### config.mk
export PLATFORM = sky130hd
export DESIGN_NAME = lsc_regs
export DESIGN_NICKNAME = d
export VERILOG_FILES = /design/src/hdl/lsc_pkg.sv /design/src/hdl/lsc_regs.sv
export SDC_FILE = /design/constraint.sdc
export NUM_CORES = 1
export LEC_CHECK = 0
export ABC_AREA = 1
export BUFFER_PORTS_ARGS = -buffer_cell sky130_fd_sc_hd__buf_2
export CORE_MARGIN = 5
export CORE_UTILIZATION = 46
export CTS_BUF_LIST = sky130_fd_sc_hd__clkbuf_16
export CTS_CLUSTER_SIZE = 12
export DETAILED_ROUTE_END_ITERATION = 8
export GPL_TIMING_DRIVEN = 0
export PLACE_DENSITY = 0.82
export RECOVER_POWER = 50
export SLEW_MARGIN = 20
export SYNTH_ARGS = -nofsm -noshare
export SYNTH_HDL_FRONTEND = slang
export SYNTH_SLANG_ARGS = --single-unit
### constraint.sdc
create_clock -name clk -period 1.5 [get_ports clk]
set_input_delay 0.225 -clock clk [delete_from_list [all_inputs] [get_ports clk]]
set_output_delay 0.225 -clock clk [all_outputs]
set_load 0.005 [all_outputs]
### src/hdl/lsc_pkg.sv
// package for the led sink common configuration register bank
package lsc_pkg;
  // register offsets
  localparam logic [7:0] LSC_COMMON_CFG_OFS = 8'h78;
  localparam logic [7:0] LSC_DROPOUT_REF_OFS = 8'h79;
  // field positions in led_common_cfg
  localparam int LSC_TRACK_BIT = 7;
  localparam int LSC_OPEN_LSB = 2;
  localparam int LSC_STEP_LSB = 0;
  // reset values
  localparam logic LSC_TRACK_RST = 1'h0;
  localparam logic [1:0] LSC_STEP_RST = 2'h0;
  localparam logic [1:0] LSC_TARGET_RST = 2'h0;
  // dropout target codes, millivolts
  localparam logic [1:0] LSC_TARGET_200MV = 2'h0;
  localparam logic [1:0] LSC_TARGET_300MV = 2'h1;
  localparam logic [1:0] LSC_TARGET_400MV = 2'h2;
  localparam logic [1:0] LSC_TARGET_500MV = 2'h3;
  // step code 00 is the 0.6 mA increment
  localparam logic [1:0] LSC_STEP_600UA = 2'h0;
  // sink channel count
  localparam int LSC_CHANNELS = 3;
endpackage

### src/hdl/lsc_regs.sv
// register bank shared by the three led current sinks
//
// Decided for this implementation: the plain strobed port.
`timescale 1ns/1ns
`default_nettype none
module lsc_regs
  import lsc_pkg::*;
(
  // clock and reset
  input wire logic clk,
  input wire logic rst_n,
  // register port
  input wire logic [7:0] addr,
  input wire logic [7:0] wdata,
  input wire logic wr,
  input wire logic rd,
  output logic [7:0] rdata,
  // analog front end status per sink channel
  input wire logic [2:0] sink_at_or_below_thr,
  input wire logic [2:0] sink_enabled,
  // controls to boost and sinks
  output logic boost_tracking_enable,
  output logic track_active,
  output logic [1:0] track_target,
  output logic [1:0] current_step_select
);

  logic [1:0] dropout_target_select;
  logic [2:0] open_detect_flags;

  // address decode
  wire sel_common = (addr == LSC_COMMON_CFG_OFS);
  wire sel_ref = (addr == LSC_DROPOUT_REF_OFS);
  wire wr_common = wr && sel_common;
  wire wr_ref = wr && sel_ref;

  // open flags per channel; "only disabled" judged against others still enabled
  wire all_off = (sink_enabled == 3'h0);
  wire [2:0] next_open;
  genvar g;
  generate
    for (g = 0; g < LSC_CHANNELS; g = g + 1)
    begin : g_open
      // channel g lands in bit g of the field, so channel 0 is lowest
      assign next_open[g] = !all_off && (!sink_enabled[g] || sink_at_or_below_thr[g]);
    end
  endgenerate

  // read mux; unused bits stay zero
  wire [7:0] rd_common = {boost_tracking_enable, 2'h0, open_detect_flags, current_step_select};
  wire [7:0] rd_ref = {6'h00, dropout_target_select};
  wire [7:0] next_rdata = !rd ? 8'h00 : sel_common ? rd_common : sel_ref ? rd_ref : 8'h00;

  // writable fields; flags are not written by software
  always_ff @(posedge clk)
  begin
    if (!rst_n)
    begin
      boost_tracking_enable <= LSC_TRACK_RST;
      current_step_select <= LSC_STEP_RST;
      dropout_target_select <= LSC_TARGET_RST;
    end
    else
    begin
      if (wr_common)
      begin
        boost_tracking_enable <= wdata[LSC_TRACK_BIT];
        current_step_select <= wdata[LSC_STEP_LSB +: 2];
      end
      if (wr_ref)
        dropout_target_select <= wdata[1:0];
    end
  end

  // status sampling, read data and boost loop outputs
  always_ff @(posedge clk)
  begin
    if (!rst_n)
    begin
      open_detect_flags <= 3'h0;
      rdata <= 8'h00;
      track_active <= 1'h0;
      track_target <= LSC_TARGET_RST;
    end
    else
    begin
      open_detect_flags <= next_open;
      rdata <= next_rdata;
      // the target only reaches the boost loop while tracking is on
      track_active <= boost_tracking_enable;
      track_target <= boost_tracking_enable ? dropout_target_select : LSC_TARGET_RST;
    end
  end

  // checks
  // all assertions sample on the rising clock and sleep while reset is low;
  // read data checks look one cycle after the strobe, where the data stand

  // dropout ref read returns the stored target with zero upper bits
  read_data_a: assert property (@(posedge clk) disable iff (!rst_n)
    rd && sel_ref |=> rdata == {6'h00, dropout_target_select})
    else $error("dropout ref read data wrong");

  // a software write never reaches the flags
  flags_ro_a: assert property (@(posedge clk) disable iff (!rst_n)
    wr_common |=> $stable(open_detect_flags) || open_detect_flags == $past(next_open))
    else $error("open flags changed by write");

  // all channels off clears every flag
  all_off_a: assert property (@(posedge clk) disable iff (!rst_n)
    all_off |=> open_detect_flags == 3'h0)
    else $error("flags set with all channels off");

  // channel 0 alone disabled is flagged in the lowest bit
  only_off_a: assert property (@(posedge clk) disable iff (!rst_n)
    !all_off && !sink_enabled[0] |=> open_detect_flags[0])
    else $error("disabled channel 0 not flagged");

  // channel 2 above threshold reads clear in the highest bit
  above_thr_a: assert property (@(posedge clk) disable iff (!rst_n)
    sink_enabled[2] && !sink_at_or_below_thr[2] |=> !open_detect_flags[2])
    else $error("channel 2 flagged above threshold");

  // nothing of the target reaches the boost loop while tracking is off
  track_off_a: assert property (@(posedge clk) disable iff (!rst_n)
    !boost_tracking_enable |=> !track_active && track_target == 2'h0)
    else $error("tracking leaks while disabled");

  // a new target reaches the loop two cycles after its write and is checked on the third
  track_on_a: assert property (@(posedge clk) disable iff (!rst_n)
    wr_ref && boost_tracking_enable && !wr_common
    |-> ##3 track_target == $past(wdata[1:0], 3))
    else $error("target not applied");

  // step select keeps what was written
  step_wr_a: assert property (@(posedge clk) disable iff (!rst_n)
    wr_common |=> current_step_select == $past(wdata[1:0]))
    else $error("step select not stored");

  // common register read shows every field in its place
  read_common_a: assert property (@(posedge clk) disable iff (!rst_n)
    rd && sel_common |=> rdata == {$past(boost_tracking_enable), 2'h0,
      $past(open_detect_flags), $past(current_step_select)})
    else $error("common read data wrong");

  // read data fall back to zero outside the answer cycle
  rdata_idle_a: assert property (@(posedge clk) disable iff (!rst_n)
    !rd |=> rdata == 8'h00)
    else $error("read data not idle");

  // unmapped addresses read as zero
  unmapped_rd_a: assert property (@(posedge clk) disable iff (!rst_n)
    rd && !sel_common && !sel_ref |=> rdata == 8'h00)
    else $error("unmapped read not zero");

  // the target field keeps what was written
  ref_wr_a: assert property (@(posedge clk) disable iff (!rst_n)
    wr_ref |=> dropout_target_select == $past(wdata[1:0]))
    else $error("target not stored");

  // tracking enable keeps bit 7 of the write
  track_wr_a: assert property (@(posedge clk) disable iff (!rst_n)
    wr_common |=> boost_tracking_enable == $past(wdata[LSC_TRACK_BIT]))
    else $error("tracking enable not stored");

  // without a write to it the common register holds
  hold_cfg_a: assert property (@(posedge clk) disable iff (!rst_n)
    !wr_common |=> $stable(boost_tracking_enable) && $stable(current_step_select))
    else $error("common register changed unasked");

  // without a write to it the target holds
  hold_ref_a: assert property (@(posedge clk) disable iff (!rst_n)
    !wr_ref |=> $stable(dropout_target_select))
    else $error("target changed unasked");

  // tracking on reaches the boost loop one cycle later
  track_follow_a: assert property (@(posedge clk) disable iff (!rst_n)
    boost_tracking_enable |=> track_active)
    else $error("tracking not passed on");

  // while tracking the loop sees the stored target
  track_target_a: assert property (@(posedge clk) disable iff (!rst_n)
    boost_tracking_enable |=> track_target == $past(dropout_target_select))
    else $error("loop target differs");

  // channel 1 at or below threshold is flagged in the middle bit
  open_thr_a: assert property (@(posedge clk) disable iff (!rst_n)
    sink_enabled[1] && sink_at_or_below_thr[1] |=> open_detect_flags[1])
    else $error("channel 1 open not flagged");

  // channel 2 alone disabled is flagged in the highest bit
  only_off_two_a: assert property (@(posedge clk) disable iff (!rst_n)
    !all_off && !sink_enabled[2] |=> open_detect_flags[2])
    else $error("disabled channel 2 not flagged");

  // channel 0 above threshold reads clear
  above_thr_zero_a: assert property (@(posedge clk) disable iff (!rst_n)
    sink_enabled[0] && !sink_at_or_below_thr[0] |=> !open_detect_flags[0])
    else $error("channel 0 flagged above threshold");

  // scenarios worth seeing at least once

  // tracking switched on by software
  cov_track: cover property (@(posedge clk)
    wr_common && wdata[7]);

  // every channel flagged at once
  cov_open: cover property (@(posedge clk)
    open_detect_flags == 3'h7);

  // common register read back
  cov_rd: cover property (@(posedge clk)
    rd && sel_common);

  // one channel disabled while others run
  cov_only_off: cover property (@(posedge clk)
    !all_off && !sink_enabled[1]);

  // target register read back
  cov_ref_rd: cover property (@(posedge clk)
    rd && sel_ref);

endmodule // lsc_regs
`default_nettype wire

==> flow_summary_export.csv <==
group,metric,value,unit
final_layout,nets,162,
global_route,grt_pass1_vias,663,
power_and_ir_drop,netSwitchingPower,204,uW
final_layout,drive_gt1_frac,0.319,
power_and_ir_drop,clock_power_share,0.493,
global_route,overflow,0,
worst_setup_path,critical_path_class,"flip-flop to output port",
worst_setup_path,path_cells,"buf_2",
sta,rsz0062_at_grt,"no",
floorplanning,fp.dieW,50.3,um
global_route,grt_use_total,0.129,
drt,wire_per_inst,10.2,um
yosys,synth-warning-count,0,
sta,period_needed,959,ps
final_layout,mostFrequentLayoutCell,"buf_2",
place,place_area,926,um^2
final_layout,syn2layout_area_growth,31.7,%
drt,routed_via_density,4.50,
final_layout,n_fill_cell,131,
clocking,clkTransAtPathRegs,50,ps
floorplanning,io_pins,40,
global_route,grt_pass1_wl,2620,um
drt,drt-pass1-iter-count,6,
clocking,clk_latency,240,ps
worst_setup_path,crit_fanout,3,
sta,hold_viol_final,0,
power_and_ir_drop,p_leak,0.000573,uW
place,dp.cells,147,
sta,finClkSkew,2.70,ps
clocking,clock_tree.buffer_depth,2,
floorplanning,num_rows,14,
power_and_ir_drop,power,1050,uW
floorplanning,coreArea,1520,um^2
floorplanning,die_area,2530,um^2
worst_setup_path,max_stage_delay,360,ps
final_layout,layout_common_cells,"buf_2 (32), inv_1 (25), nand2_1 (18), dfxtp_1 (17), nor2_1 (14)",
drt,ant_nets,0,
place,dp_hpwl,1230,um
yosys,syn_area_per_cell,7.55,um^2
global_route,antenna_found_initial,0,
power_and_ir_drop,sw_frac_of_total,0.194,
worst_setup_path,crit_path_top_delay_cell,"dfxtp_1",
final_layout,insertedDiodeCount,0,
sta,tns,0,ps
power_and_ir_drop,share_comb_of_total_power,0.070,
yosys,postSynthCellCount,99,
sta,slew_viol_final,0,
power_and_ir_drop,pwr-share-seq,0.437,
final_layout,ff_latch_area,340,um^2
clocking,clock-root-buffer,"clkbuf_16",
run,cap_violations,0,
worst_hold_path,hold_class,"input port to flip-flop",
clocking,cts_max_level,1,
yosys,synth.distinct_cells,19,
drt,vias,680,
yosys,synth.ff_latch_count,17,
outcome,status,"complete, no violations",
sta,post-route-period-util,0.639,
worst_setup_path,cp.required,1270,ps
power_and_ir_drop,p_per_area,1070,nW/um^2
drt,drt_iter0_drc,8,
power_and_ir_drop,ir_drop,0.537,mV
clocking,cts_tree,"yes",
final_layout,final_util,0.645,
sta,final-setup-viol-count,0,
power_and_ir_drop,p_int,849,uW
final_layout,multiInputGateArea,263,um^2
clocking,post_cts.repair.setup_buffers,0,
global_route,grt_max_degree,11,
final_layout,fin_area,983,um^2
yosys,yosysSeqAreaShare,0.456,
drt,finalWirelength,1550,um
clocking,clkSinkCount,17,
drt,drc_errors,0,
floorplanning,initial_core_util,0.490,
final_layout,final_cells,151,
worst_setup_path,crit_family,"flip-flops",
place,port-buffer-count,31,
floorplanning,die_h,50.3,um
worst_setup_path,startpoint_type,"flip-flop",
worst_setup_path,crit_arrival,730,ps
place,gp_congestion,0.716,
clocking,cts_buffers,3,
worst_setup_path,path_buf_inv,1,
clocking,post_cts_resized,0,
worst_setup_path,worst_setup_path_end_kind,"output port",
clocking,cts_hold_buf,0,
yosys,netlist_area,747,um^2
sta,fmax,1.04,GHz
-- layer usage --
metal | up-vias | global-route usage | routed length [um]
li1 | 362 | - | -
met1 | 298 | 0.152 | 633
met2 | 20 | 0.226 | 845
met3 | 0 | 0.0207 | 67
met4 | 0 | 0.0638 | 0
met5 | - | 0 | 0
-- sequential cells by signal (all words and copies together), names as in the netlist --
name,count
track_active,1
open_detect_flags,3
rdata,6
dropout_target_select,2
boost_tracking_enable,1
current_step_select,2
track_target,2
-- metrics by stage --
stage               setup slack [ps]  hold slack [ps]
CTS                              537              166
floorplan                        658              317
finish                           541              168
global route                     469              166
global placement                 499              400
detailed placement               481              401
-- cells in the mapped netlist, drive strengths merged --
cell type / count / share of area
o31ai: 1 / 0.010
a21oi: 3 / 0.020
nand3: 5 / 0.057
conb: 1 / 0.0050
dfxtp: 17 / 0.46
nand4: 7 / 0.059
nor2: 16 / 0.12
inv: 25 / 0.13
buf: 4 / 0.042
nand2: 19 / 0.10
and2: 1 / 0.0084
-- power groups by stage --
stage          clock network, uW  logic (uW)  registers (uW)
2_1_floorplan                  0        43.1             469
3_3_place_gp                   0        74.2             469
3_5_place_dp                   0        77.2             469
4_1_cts                      529        78.0             460
5_1_grt                      556        84.2             460
6_report                     519        73.9             460
-- worst reg2reg max path, cell delays in order, from the launching register on --
cell and delay [ps]:
dfxtp_1 340, inv_1 70, nand2_1 70, inv_1 40
nor2_1 90
-- area by class of cell --
type | instances | area share
plain buffers | 4 | 0.0318
clock inverters | 1 | 0.00509
inverters | 25 | 0.0954
multi-input cells | 54 | 0.267
repair buffers | 31 | 0.158
clock buffers | 3 | 0.0763
flip-flops and latches | 17 | 0.346
well taps | 16 | 0.0204
-- logic make-up after synthesis --
group,after synthesis,synth area share
AND/OR/NAND/NOR,48,0.342
buffers and inverters,29,0.167
flip-flops,17,0.456
AO/OA/AOI/OAI,4,0.0301
other,1,0.00502
-- final timing paths --
| path | startpoint | end | slack (ps) | depth (start not counted) |
|---|---|---|---|---|
| worst max register to register | boost_tracking_enable$_SDFFE_PN0P_ | boost_tracking_enable$_SDFFE_PN0P_ | 830 | 4 |
| worst min-delay path | sink_enabled[0] | open_detect_flags[0]$_SDFF_PN0_ | 170 | 2 |
| worst max-delay path | current_step_select[0]$_SDFFE_PN0P_ | current_step_select[0] | 540 | 1 |
| worst min register to register | open_detect_flags[1]$_SDFF_PN0_ | rdata[3]$_SDFF_PN0_ | 410 | 2 |
No activity file was read; power rests on OpenSTA's default activity.
